**config.mk**
```make
export PLATFORM = sky130hd
export DESIGN_NAME = twisted_pair_transceiver_logic
export DESIGN_NICKNAME = d
export VERILOG_FILES = /design/src/verilog/tp_xcvr_pkg.sv /design/src/verilog/twisted_pair_transceiver_logic.sv
export SDC_FILE = /design/constraint.sdc
export NUM_CORES = 1
export LEC_CHECK = 0
export BUFFER_PORTS_ARGS = -buffer_cell sky130_fd_sc_hd__buf_2
export CAP_MARGIN = 10
export CORE_MARGIN = 1.5
export CORE_UTILIZATION = 27
export CTS_CLUSTER_DIAMETER = 50
export DETAILED_ROUTE_END_ITERATION = 10
export PLACE_DENSITY = 0.47
export REMOVE_ABC_BUFFERS = 1
export SYNTH_ARGS = -nofsm -noshare
export SYNTH_HDL_FRONTEND = slang
export SYNTH_SLANG_ARGS = --single-unit
export TNS_END_PERCENT = 1
```
**constraint.sdc**
```tcl
create_clock -name core_clk -period 2 [get_ports core_clk]
set_input_delay 0.3 -clock core_clk [delete_from_list [all_inputs] [get_ports core_clk]]
set_output_delay 0.3 -clock core_clk [all_outputs]
set_load 0.005 [all_outputs]
```
**src/verilog/tp_xcvr_pkg.sv**
```systemverilog
package tp_xcvr_pkg;
    // Clock rate
    localparam int CLK_MHZ = 100;
    // Timing figures as printed and their cycle counts
    localparam int SQ_WINDOW_NS = 150;
    localparam int SQ_WINDOW_CYC = (SQ_WINDOW_NS * CLK_MHZ) / 1000;
    localparam int EOP_NS = 150;
    localparam int EOP_CYC = (EOP_NS * CLK_MHZ + 999) / 1000;
    localparam int BIT_NS = 100;
    localparam int COL_BITS = 7;
    localparam int COL_DEFER_CYC = (COL_BITS * BIT_NS * CLK_MHZ + 999) / 1000;
    localparam int HB_DELAY_NS = 1000;
    localparam int HB_DELAY_CYC = (HB_DELAY_NS * CLK_MHZ) / 1000;
    localparam int HB_FREQ_MHZ = 10;
    localparam int HB_CYCLES = 10;
    localparam int HB_HALF_CYC = CLK_MHZ / (2 * HB_FREQ_MHZ);
    localparam int HB_EDGES = 2 * HB_CYCLES;
    localparam int LP_WIDTH_NS = 100;
    localparam int LP_WIDTH_CYC = (LP_WIDTH_NS * CLK_MHZ + 999) / 1000;
    localparam int LP_PERIOD_MS = 16;
    localparam int LP_PERIOD_CYC = LP_PERIOD_MS * CLK_MHZ * 1000;
    localparam int LINK_FAIL_MS = 64;
    localparam int LINK_FAIL_CYC = LINK_FAIL_MS * CLK_MHZ * 1000;
    localparam int JAB_MS = 26;
    localparam int JAB_CYC = JAB_MS * CLK_MHZ * 1000;
    localparam int UNJAB_MS = 750;
    localparam int UNJAB_CYC = UNJAB_MS * CLK_MHZ * 1000;
    localparam int PREEMPH_NS = 50;
    localparam int PREEMPH_CYC = (PREEMPH_NS * CLK_MHZ) / 1000;
    // Strap positions
    localparam int STRAP_W = 16;
    localparam int STRAP_FILTER_POS = 12;
    localparam int STRAP_SHIELD_POS = 7;
    // Register map
    localparam int ADDR_W = 2;
    localparam int DATA_W = 8;
    localparam logic [ADDR_W-1:0] CFG_B_ADDR = 2'h0;
    localparam logic [ADDR_W-1:0] CFG_C_ADDR = 2'h1;
    localparam logic [ADDR_W-1:0] STATUS_ADDR = 2'h2;
    localparam int CFGB_LINK_DIS_POS = 0;
    localparam int CFGB_REDUCED_SQ_POS = 1;
    localparam int CFGC_SHIELDED_POS = 6;
    localparam int ST_LINK_OK_POS = 0;
    localparam int ST_RX_VALID_POS = 1;
    localparam int ST_COLLISION_POS = 2;
    localparam int ST_JABBER_POS = 3;
    localparam int ST_FILTER_POS = 4;
    localparam int ST_SHIELDED_POS = 5;
    localparam int ST_TX_ACTIVE_POS = 6;
    localparam logic [DATA_W-1:0] CFG_B_RESET = 8'h00;
    // Squelch states
    typedef enum logic [3:0] {
        SQ_IDLE = 4'b0001,
        SQ_OPPOSITE = 4'b0010,
        SQ_ORIGINAL = 4'b0100,
        SQ_VALID = 4'b1000
    } sq_state_type;
endpackage

```
**src/verilog/twisted_pair_transceiver_logic.sv**
```systemverilog
`timescale 1ns/1ns
module twisted_pair_transceiver_logic
    import tp_xcvr_pkg::*;
#(
    parameter int LP_PERIOD = LP_PERIOD_CYC,
    parameter int LINK_FAIL = LINK_FAIL_CYC,
    parameter int JAB_LIMIT = JAB_CYC,
    parameter int UNJAB_TIME = UNJAB_CYC
) (
    // Clock and reset
    input wire logic core_clk,
    input wire logic resetn,
    // Register port
    input wire logic [ADDR_W-1:0] regAddr,
    input wire logic [DATA_W-1:0] regWrData,
    input wire logic regWr,
    input wire logic regRd,
    output logic [DATA_W-1:0] regRdData,
    // Configuration straps
    input wire logic [STRAP_W-1:0] memoryDataStrap,
    input wire logic [STRAP_W-1:0] memoryAddressStrap,
    // Receive comparators
    input wire logic sqStdPos,
    input wire logic sqStdNeg,
    input wire logic sqRedPos,
    input wire logic sqRedNeg,
    input wire logic sqTailPos,
    input wire logic sqTailNeg,
    input wire logic rxLinkPulse,
    // Encoder side
    input wire logic txEnable,
    input wire logic txData,
    output logic rxValid,
    output logic rxData,
    output logic collision,
    // Transmit pins
    output logic txPos,
    output logic txNeg,
    output logic txPosDly,
    output logic txNegDly,
    output logic txPosOe_n,
    output logic txNegOe_n,
    // Indicators
    output logic goodLinkLed_n,
    output logic filterEnable
);
    localparam int BIGW = 32;

    if (LP_PERIOD < 2 || LINK_FAIL <= LP_PERIOD || JAB_LIMIT < 2 || UNJAB_TIME < 2) begin : g_check
        $error("twisted_pair_transceiver_logic: timing parameters out of range");
    end

    // Configuration registers and straps
    logic [DATA_W-1:0] cfgB_r;
    logic shielded_r;
    logic filter_r;
    logic strapDone_r;

    always_ff @(posedge core_clk or negedge resetn) begin
        if (!resetn) begin
            strapDone_r <= 1'b0;
            filter_r <= 1'b0;
            shielded_r <= 1'b0;
            cfgB_r <= CFG_B_RESET;
        end else begin
            strapDone_r <= 1'b1;
            if (!strapDone_r) begin
                filter_r <= memoryDataStrap[STRAP_FILTER_POS];
                shielded_r <= memoryAddressStrap[STRAP_SHIELD_POS];
            end else if (regWr && regAddr == CFG_C_ADDR) begin
                shielded_r <= regWrData[CFGC_SHIELDED_POS];
            end
            if (regWr && regAddr == CFG_B_ADDR) begin
                cfgB_r <= regWrData;
            end
        end
    end

    logic linkDisable;
    logic reducedSq;
    assign linkDisable = cfgB_r[CFGB_LINK_DIS_POS];
    assign reducedSq = cfgB_r[CFGB_REDUCED_SQ_POS];

    // Link integrity
    logic linkOk_r;
    logic [BIGW-1:0] linkCnt_r;
    logic lpPrev_r;
    logic linkPass;
    logic lpEdge;
    assign lpEdge = rxLinkPulse && !lpPrev_r;
    assign linkPass = linkOk_r || linkDisable;

    always_ff @(posedge core_clk or negedge resetn) begin
        if (!resetn) begin
            lpPrev_r <= 1'b0;
            linkCnt_r <= '0;
            linkOk_r <= 1'b0;
        end else begin
            lpPrev_r <= rxLinkPulse;
            if (lpEdge) begin
                linkCnt_r <= '0;
                linkOk_r <= 1'b1;
            end else if (linkCnt_r >= BIGW'(LINK_FAIL - 1)) begin
                linkOk_r <= 1'b0;
            end else begin
                linkCnt_r <= linkCnt_r + 1'b1;
            end
        end
    end

    // Smart squelch
    sq_state_type sqState_r;
    logic firstPos_r;
    logic [7:0] sqCnt_r;
    logic levPos;
    logic levNeg;
    logic anyLev;

    always_comb begin
        if (sqState_r == SQ_VALID) begin
            levPos = sqTailPos;
            levNeg = sqTailNeg;
        end else if (reducedSq) begin
            levPos = sqRedPos;
            levNeg = sqRedNeg;
        end else begin
            levPos = sqStdPos;
            levNeg = sqStdNeg;
        end
    end
    assign anyLev = levPos || levNeg;

    always_ff @(posedge core_clk or negedge resetn) begin
        if (!resetn) begin
            sqState_r <= SQ_IDLE;
            firstPos_r <= 1'b0;
            sqCnt_r <= '0;
        end else if (!linkPass) begin
            sqState_r <= SQ_IDLE;
            sqCnt_r <= '0;
        end else begin
            unique case (sqState_r)
                SQ_IDLE: begin
                    sqCnt_r <= '0;
                    if (anyLev) begin
                        firstPos_r <= levPos;
                        sqState_r <= SQ_OPPOSITE;
                    end
                end
                SQ_OPPOSITE: begin
                    if ((firstPos_r && levNeg) || (!firstPos_r && levPos)) begin
                        sqCnt_r <= '0;
                        sqState_r <= SQ_ORIGINAL;
                    end else if (sqCnt_r >= 8'(SQ_WINDOW_CYC - 1)) begin
                        sqState_r <= SQ_IDLE;
                    end else begin
                        sqCnt_r <= sqCnt_r + 8'h01;
                    end
                end
                SQ_ORIGINAL: begin
                    if ((firstPos_r && levPos) || (!firstPos_r && levNeg)) begin
                        sqCnt_r <= '0;
                        sqState_r <= SQ_VALID;
                    end else if (sqCnt_r >= 8'(SQ_WINDOW_CYC - 1)) begin
                        sqState_r <= SQ_IDLE;
                    end else begin
                        sqCnt_r <= sqCnt_r + 8'h01;
                    end
                end
                SQ_VALID: begin
                    if (anyLev) begin
                        sqCnt_r <= '0;
                    end else if (sqCnt_r >= 8'(EOP_CYC)) begin
                        sqState_r <= SQ_IDLE;
                    end else begin
                        sqCnt_r <= sqCnt_r + 8'h01;
                    end
                end
                default: sqState_r <= SQ_IDLE;
            endcase
        end
    end

    logic rxActive;
    assign rxActive = (sqState_r == SQ_VALID);

    always_ff @(posedge core_clk or negedge resetn) begin
        if (!resetn) begin
            rxValid <= 1'b0;
            rxData <= 1'b0;
        end else begin
            rxValid <= rxActive;
            rxData <= rxActive && sqTailPos;
        end
    end

    // Jabber
    logic jabbed_r;
    logic [BIGW-1:0] jabCnt_r;
    logic txActive;
    assign txActive = txEnable && !jabbed_r && linkPass;

    always_ff @(posedge core_clk or negedge resetn) begin
        if (!resetn) begin
            jabbed_r <= 1'b0;
            jabCnt_r <= '0;
        end else if (!jabbed_r) begin
            if (!txEnable) begin
                jabCnt_r <= '0;
            end else if (jabCnt_r >= BIGW'(JAB_LIMIT)) begin
                jabbed_r <= 1'b1;
                jabCnt_r <= '0;
            end else begin
                jabCnt_r <= jabCnt_r + 1'b1;
            end
        end else begin
            if (txEnable) begin
                jabCnt_r <= '0;
            end else if (jabCnt_r >= BIGW'(UNJAB_TIME - 1)) begin
                jabbed_r <= 1'b0;
                jabCnt_r <= '0;
            end else begin
                jabCnt_r <= jabCnt_r + 1'b1;
            end
        end
    end

    // Collision detect
    logic colCond;
    logic colPrev_r;
    logic txPrev_r;
    logic colDefer_r;
    logic colReport_r;
    logic [7:0] colCnt_r;
    assign colCond = rxActive && txActive;

    always_ff @(posedge core_clk or negedge resetn) begin
        if (!resetn) begin
            colPrev_r <= 1'b0;
            txPrev_r <= 1'b0;
            colDefer_r <= 1'b0;
            colReport_r <= 1'b0;
            colCnt_r <= '0;
        end else begin
            colPrev_r <= colCond;
            txPrev_r <= txActive;
            if (!colCond) begin
                colReport_r <= 1'b0;
                colDefer_r <= 1'b0;
                colCnt_r <= '0;
            end else if (!colPrev_r) begin
                colDefer_r <= txPrev_r;
                colReport_r <= !txPrev_r;
                colCnt_r <= 8'h01;
            end else if (colDefer_r) begin
                if (colCnt_r >= 8'(COL_DEFER_CYC - 1)) begin
                    colReport_r <= 1'b1;
                    colDefer_r <= 1'b0;
                end else begin
                    colCnt_r <= colCnt_r + 8'h01;
                end
            end
        end
    end

    // Heartbeat
    logic [7:0] hbCnt_r;
    logic [4:0] hbEdges_r;
    logic [2:0] hbDiv_r;
    logic hbWait_r;
    logic hbWave_r;
    logic hbTick;
    assign hbTick = (hbDiv_r == 3'(HB_HALF_CYC - 1));

    always_ff @(posedge core_clk or negedge resetn) begin
        if (!resetn) begin
            hbCnt_r <= '0;
            hbEdges_r <= '0;
            hbDiv_r <= '0;
            hbWait_r <= 1'b0;
            hbWave_r <= 1'b0;
        end else begin
            hbDiv_r <= hbTick ? 3'h0 : hbDiv_r + 3'h1;
            if (txPrev_r && !txActive) begin
                hbWait_r <= 1'b1;
                hbCnt_r <= '0;
                hbEdges_r <= '0;
                hbWave_r <= 1'b0;
            end else if (hbWait_r) begin
                if (hbCnt_r >= 8'(HB_DELAY_CYC - 1)) begin
                    hbWait_r <= 1'b0;
                    hbEdges_r <= 5'(HB_EDGES);
                end else begin
                    hbCnt_r <= hbCnt_r + 8'h01;
                end
            end else if (hbEdges_r != 5'h00 && hbTick) begin
                hbWave_r <= !hbWave_r;
                hbEdges_r <= hbEdges_r - 5'h01;
            end
        end
    end

    always_ff @(posedge core_clk or negedge resetn) begin
        if (!resetn) begin
            collision <= 1'b0;
        end else begin
            collision <= colReport_r || hbWave_r;
        end
    end

    // Link pulse generator
    logic [BIGW-1:0] lpCnt_r;
    logic [3:0] lpWidth_r;

    always_ff @(posedge core_clk or negedge resetn) begin
        if (!resetn) begin
            lpCnt_r <= '0;
            lpWidth_r <= '0;
        end else if (txEnable) begin
            lpCnt_r <= '0;
            lpWidth_r <= '0;
        end else if (lpCnt_r >= BIGW'(LP_PERIOD - 1)) begin
            lpCnt_r <= '0;
            lpWidth_r <= 4'(LP_WIDTH_CYC);
        end else begin
            lpCnt_r <= lpCnt_r + 1'b1;
            if (lpWidth_r != 4'h0) begin
                lpWidth_r <= lpWidth_r - 4'h1;
            end
        end
    end

    // Transmit driver with pre-emphasis delay
    logic txTrue;
    logic txComp;
    logic [PREEMPH_CYC-1:0] dlyTrue_r;
    logic [PREEMPH_CYC-1:0] dlyComp_r;
    assign txTrue = txActive ? txData : (lpWidth_r != 4'h0);
    assign txComp = txActive && !txData;

    always_ff @(posedge core_clk or negedge resetn) begin
        if (!resetn) begin
            dlyTrue_r <= '0;
            dlyComp_r <= '0;
            txPos <= 1'b0;
            txNeg <= 1'b0;
            txPosDly <= 1'b0;
            txNegDly <= 1'b0;
            txPosOe_n <= 1'b1;
            txNegOe_n <= 1'b1;
        end else begin
            dlyTrue_r <= {dlyTrue_r[PREEMPH_CYC-2:0], txTrue};
            dlyComp_r <= {dlyComp_r[PREEMPH_CYC-2:0], txComp};
            txPos <= txTrue;
            txNeg <= txComp;
            txPosDly <= dlyTrue_r[PREEMPH_CYC-1];
            txNegDly <= dlyComp_r[PREEMPH_CYC-1];
            txPosOe_n <= shielded_r;
            txNegOe_n <= !shielded_r;
        end
    end

    // Indicators and register reads
    always_ff @(posedge core_clk or negedge resetn) begin
        if (!resetn) begin
            goodLinkLed_n <= 1'b1;
            filterEnable <= 1'b0;
            regRdData <= '0;
        end else begin
            goodLinkLed_n <= !linkOk_r;
            filterEnable <= filter_r;
            regRdData <= '0;
            if (regRd) begin
                unique case (regAddr)
                    CFG_B_ADDR: regRdData <= cfgB_r;
                    CFG_C_ADDR: regRdData <= DATA_W'(shielded_r) << CFGC_SHIELDED_POS;
                    STATUS_ADDR: begin
                        regRdData[ST_LINK_OK_POS] <= linkOk_r;
                        regRdData[ST_RX_VALID_POS] <= rxActive;
                        regRdData[ST_COLLISION_POS] <= colReport_r;
                        regRdData[ST_JABBER_POS] <= jabbed_r;
                        regRdData[ST_FILTER_POS] <= filter_r;
                        regRdData[ST_SHIELDED_POS] <= shielded_r;
                        regRdData[ST_TX_ACTIVE_POS] <= txActive;
                    end
                    default: regRdData <= '0;
                endcase
            end
        end
    end
endmodule
```
==> results.md <==
- The run finished, with violations left.
- The checks that failed: setup timing.
- The overall global routing resource usage is around 13%.
- The total power is 8.912 mW.
- After detailed placement, the total cell area comes to 10,120 sq um.
- The number of remaining DRC errors is 0.
- The filler-free cell count of the finished design is between 1,000 and 1,500.
- The total of flip-flops plus latches after synthesis is between 150 and 200.
- The routed design could run at a clock period as short as 2207 ps.
- After floorplanning, the core was divided into 65 placement rows.
- The share of final-layout standard cells stronger than drive strength 1 is 23.60%.
- The initial core utilization is 27.45%.
- The width of the die is 182.1 um.
- The total inserted antenna cells is 0.
- For the worst setup path, the data required time is 2360 ps.
- The maximum clock path buffer count is 2.
- The synthesized netlist devotes 11.79% of its cell area to compound gates.
- Summed over all cells, the static leakage comes to 4.696 nW.
- The headroom to the max-slew limit is 53.08%.
- The via count of the first global-routing pass is 6,396.
- The number of filler cells placed in the layout is 3,190.
- Counting instances, the worst hold path has a depth of 2.
- The worst reg-to-reg path cell count is 7.
- The die outline area is 33,160 sq um.
- The post-detailed-route via-to-cell ratio is 4.682.
- The power share of the sequential group is 45.7%.
- The number of hold violations in the final report is 0.
- The fraction of the yosys area taken by sequential cells is 53.22%.
- In the synthesized netlist the dominant register cell turns out to be dfrtp_1.
- TritonCTS built the clock tree.
- The signal arrival time at the worst endpoint is 2570 ps.
- The post-synthesis share of cell area spent on full adders, half adders and majority gates is approximately 2.2%.
- The number of nets in the final layout is 1,057.
- The synthesis warning total is 0.
- The final routed wire length divided by cell count is 14.28 um.
- After layout, the worst path uses 110.3% of the clock period.
- For met2 alone, demand over resource in global routing was 19.91%.
- Setup repair after global routing could not meet its margin everywhere.
- The proportion of power drawn by combinational gates is 16.3%.
- The summed instance area of the synthesized netlist is 8661 sq um.
- The critical path is of the reg2reg type.
- The first-iteration detailed-routing DRC count is 319.
- Global routing consumed, on the met3 layer, 2.295% of the routing resources.
- The internal power contribution is 6.525 mW.
- The count of distinct cell types in the synthesized netlist is between 70 and 80.
- By area, the combinational part of the netlist is dominated by simple AND/OR/NAND/NOR gates.
- The post-synthesis instance total is ~830.
- The kind of start point of the critical path is a register.
- The class of the tightest hold or removal check is in2reg.
- In this run the critical register-to-register path is launched from linkCnt_r[20].
- The element type at the critical path end is a register.
- The number of buffers inserted by port buffering is 43.
- The relative area change from synthesis to final layout is 26.52%.
- The clock input transition at the sequential cells of the worst setup and hold paths is 70 ps.
- The number of slew-limit violations in the final report is 0.
- Across the whole layout, storage elements account for roughly 4600 sq um.
- The layer with the highest usage after global routing is met2.
- The HPWL after detailed placement is 14,320 um.
- The mean post-synth cell area is 10.38 sq um.
- The share of total power in the clock network is 38.1%.
- The maximum number of pins on one net before global-route repair is 55.
- Setup slack on the critical path of the routed design comes to -206.9 ps.
- The post-route cell area is 10,960 sq um.
- Across the VDD grid, the largest voltage drop is 0.0005693 V.
- Max-cap violations in this run came to 0.
- Of the total synthesized cell area, the portion taken by XOR and XNOR cells is between 5 and 6%.
- The timing-limited maximum frequency is 453.1 MHz.
- Net switching is approximately 27% of the power.
- The boundary pin count is 74.
- The number of antenna violations at the first check in global routing is 0.
- For hold timing, the worst endpoint is dlyComp_r[0].
- The worst clock skew is 10.23 ps.
- The first global-routing pass estimated 33,010 um of wire.
- The count of flip-flops with a built-in enable after synthesis is 0.
- The detail route stage leaves a number of antenna-violating nets equal to 0.
- The global-route congestion overflow total is 0.
- The clock buffer count from CTS is 17.
- The total of endpoints with negative setup slack in the final report is 29.
- The core region is 31,560 sq um.
- The fraction of the mapped netlist area in simple logic gates is 20.66%.
- The via count is 6,564.
- Before antenna repair, the detailed router went through 4 iterations.
- The buffer type at the clock tree root is clkbuf_16.
- The worst register-to-register path has a setup slack of -210 ps.
- After detailed placement, the design holds a cell count of 1,364.
- The vertical die dimension is 182.1 um.
- Prior to clock tree synthesis, the placed netlist has a worst setup slack of -231.6 ps.
- CTS built an H-tree with a depth of 4.
- The multi-input combinational cells in the finished layout cover a total of 3983 sq um.
- The congestion estimate from routability-driven global placement came to roughly 0.78.
- Counting every sink on the clock net gives about 180.
- The proportion of register bits with asynchronous set or reset after synthesis is 100.0%.
- The total detailed-routing wirelength is approximately 20,000 um.
- Leaving out fill and tap cells, the most frequent cell in the layout is dfrtp_1.
- In the synthesized netlist, mux cells make up 3.698% of the area.
- The analysis attributes to net switching a power of ~2.4 mW.
- For the worst-skew pair, the clock arrives at the later sink with an insertion delay of around 440 ps.
- In this run the most critical hold path is launched from txData.
- The power per unit of standard cell area is between 800 and 900 nW/um^2.
- In this run the worst path has a maximum fanout of 5.
- The critical register-to-register path endpoint is linkCnt_r[20].
- The global routing usage on met1 is ~17%.
- The library cells used most frequently in the layout, excluding fill and tap cells, are dfrtp_1 (180), buf_4 (92), nor2_1 (72).
- At the pin with the least slew margin, the transition time is 703.8 ps.
-- routing by layer --
metal  routed length (um)  part of all wire, %  vias up
met4                  215                  1.1        0
li1                     -                    -     3301
met3                  452                  2.3       13
met5                    0                    0        -
met1                10090                   50     3191
met2                 9267                   46       59
-- power by group through the flow --
stage	Sequential (mW)	Combinational (mW)	Clock [mW]
after detailed placement	4.14	1.38	0
after global routing	4.10	1.60	3.67
after floorplan	4.15	0.733	0
final	4.07	1.45	3.39
after global placement	4.14	1.38	0
after CTS	4.07	1.43	3.51
-- state kept, by name, indices dropped and copies added, names as in the netlist, 3 cells and up --
name       flops
sqState_r      4
regRdData      8
linkCnt_r     32
lpCnt_r       32
lpWidth_r      4
jabCnt_r      32
sqCnt_r        8
cfgB_r         8
hbEdges_r      5
hbCnt_r        8
colCnt_r       8
dlyComp_r      5
dlyTrue_r      5
hbDiv_r        3
-- cell usage after synthesis (all sizes together) (4+ instances only) --
master,count,area share [%]
a21oi,65,3.8
and4,8,0.81
nand3,38,2.3
xnor2,36,3.6
nor2b,5,0.36
and2,17,1.2
ha,15,2.2
a31oi,6,0.43
buf,10,0.68
mux2i,18,2.2
nand4,25,1.9
nor4,21,1.6
dfstp,4,1.2
and3,13,0.94
o31ai,6,0.52
nor4b,5,0.65
xor2,17,1.7
dfrtp,180,52
inv,34,1.5
nor2,72,3.1
or3,14,1.0
nand2,56,2.4
nand2b,6,0.43
a211oi,7,0.66
a22oi,4,0.35
or4,16,1.4
o21ai,29,1.7
mux2,11,1.5
nor3,20,1.2
clkbuf,20,0.87
nor3b,4,0.35
-- what timing repair did --
action                                  in CTS  in global routing
setup buffers                                2                  0
hold buffers                                 2                  0
pin swaps                                   29                  4
gates cloned                                 2                  0
endpoints found under the setup margin      76                 82
hold endpoints to repair                    46                  0
gates resized for setup                     18                 22
-- metrics by stage --
| step | hold WS, ps | setup TNS (ps) | util, % |
|---|---|---|---|
| CTS | 44.51 | -4384 | 34.46 |
| floorplan | 4.409 | -9922 | - |
| global route | 61.59 | -7668 | 34.73 |
| global placement | 323.6 | -4756 | 32.06 |
| detailed placement | 320.4 | -5893 | 32.06 |
| finish | 59.71 | -3426 | 34.73 |
-- worst max-delay path by stage --
| stage | startpoint | endpoint | slack, ps | cells past startpoint |
|---|---|---|---|---|
| 5_1_grt | linkCnt_r[24] | linkCnt_r[7] | -320 | 7 |
| 3_5_place_dp | linkCnt_r[28] | linkCnt_r[21] | -230 | 6 |
| 2_1_floorplan | linkCnt_r[28] | linkCnt_r[20] | -380 | 5 |
| 4_1_cts | linkCnt_r[24] | linkCnt_r[20] | -250 | 7 |
| 3_3_place_gp | linkCnt_r[28] | linkCnt_r[5] | -210 | 7 |
| 6_report | linkCnt_r[20] | linkCnt_r[20] | -210 | 7 |
-- logic make-up (layout without fill, tap and decap cells) --
group | count (synthesis) | in the layout
buffers and inverters | 64 | 215
other | 2 | 17
xor gates and xnor gates | 53 | 53
and+or+nand+nor | 330 | 330
adders and majority gates | 15 | 15
muxes | 29 | 29
AOI/OAI and AO/OA | 157 | 157
DFF | 184 | 184
-- cell type report --
type	instances	area share, %
Sequential cell	184	42.06
Tap cell	402	4.590
Timing Repair Buffer	149	10.38
Clock buffer	19	4.133
Multi-Input combinational cell	601	36.34
Inverter	34	1.187
Clock inverter	13	1.302
-- critical path, cell delays in order, from the launching register on --
cell     delay (ps)
dfrtp_1         420
or4_1           530
nand3_1         170
nand4_2         120
buf_6           160
buf_12          140
or4_1           470
a21oi_1         130
(Power assumes the default switching activity.)
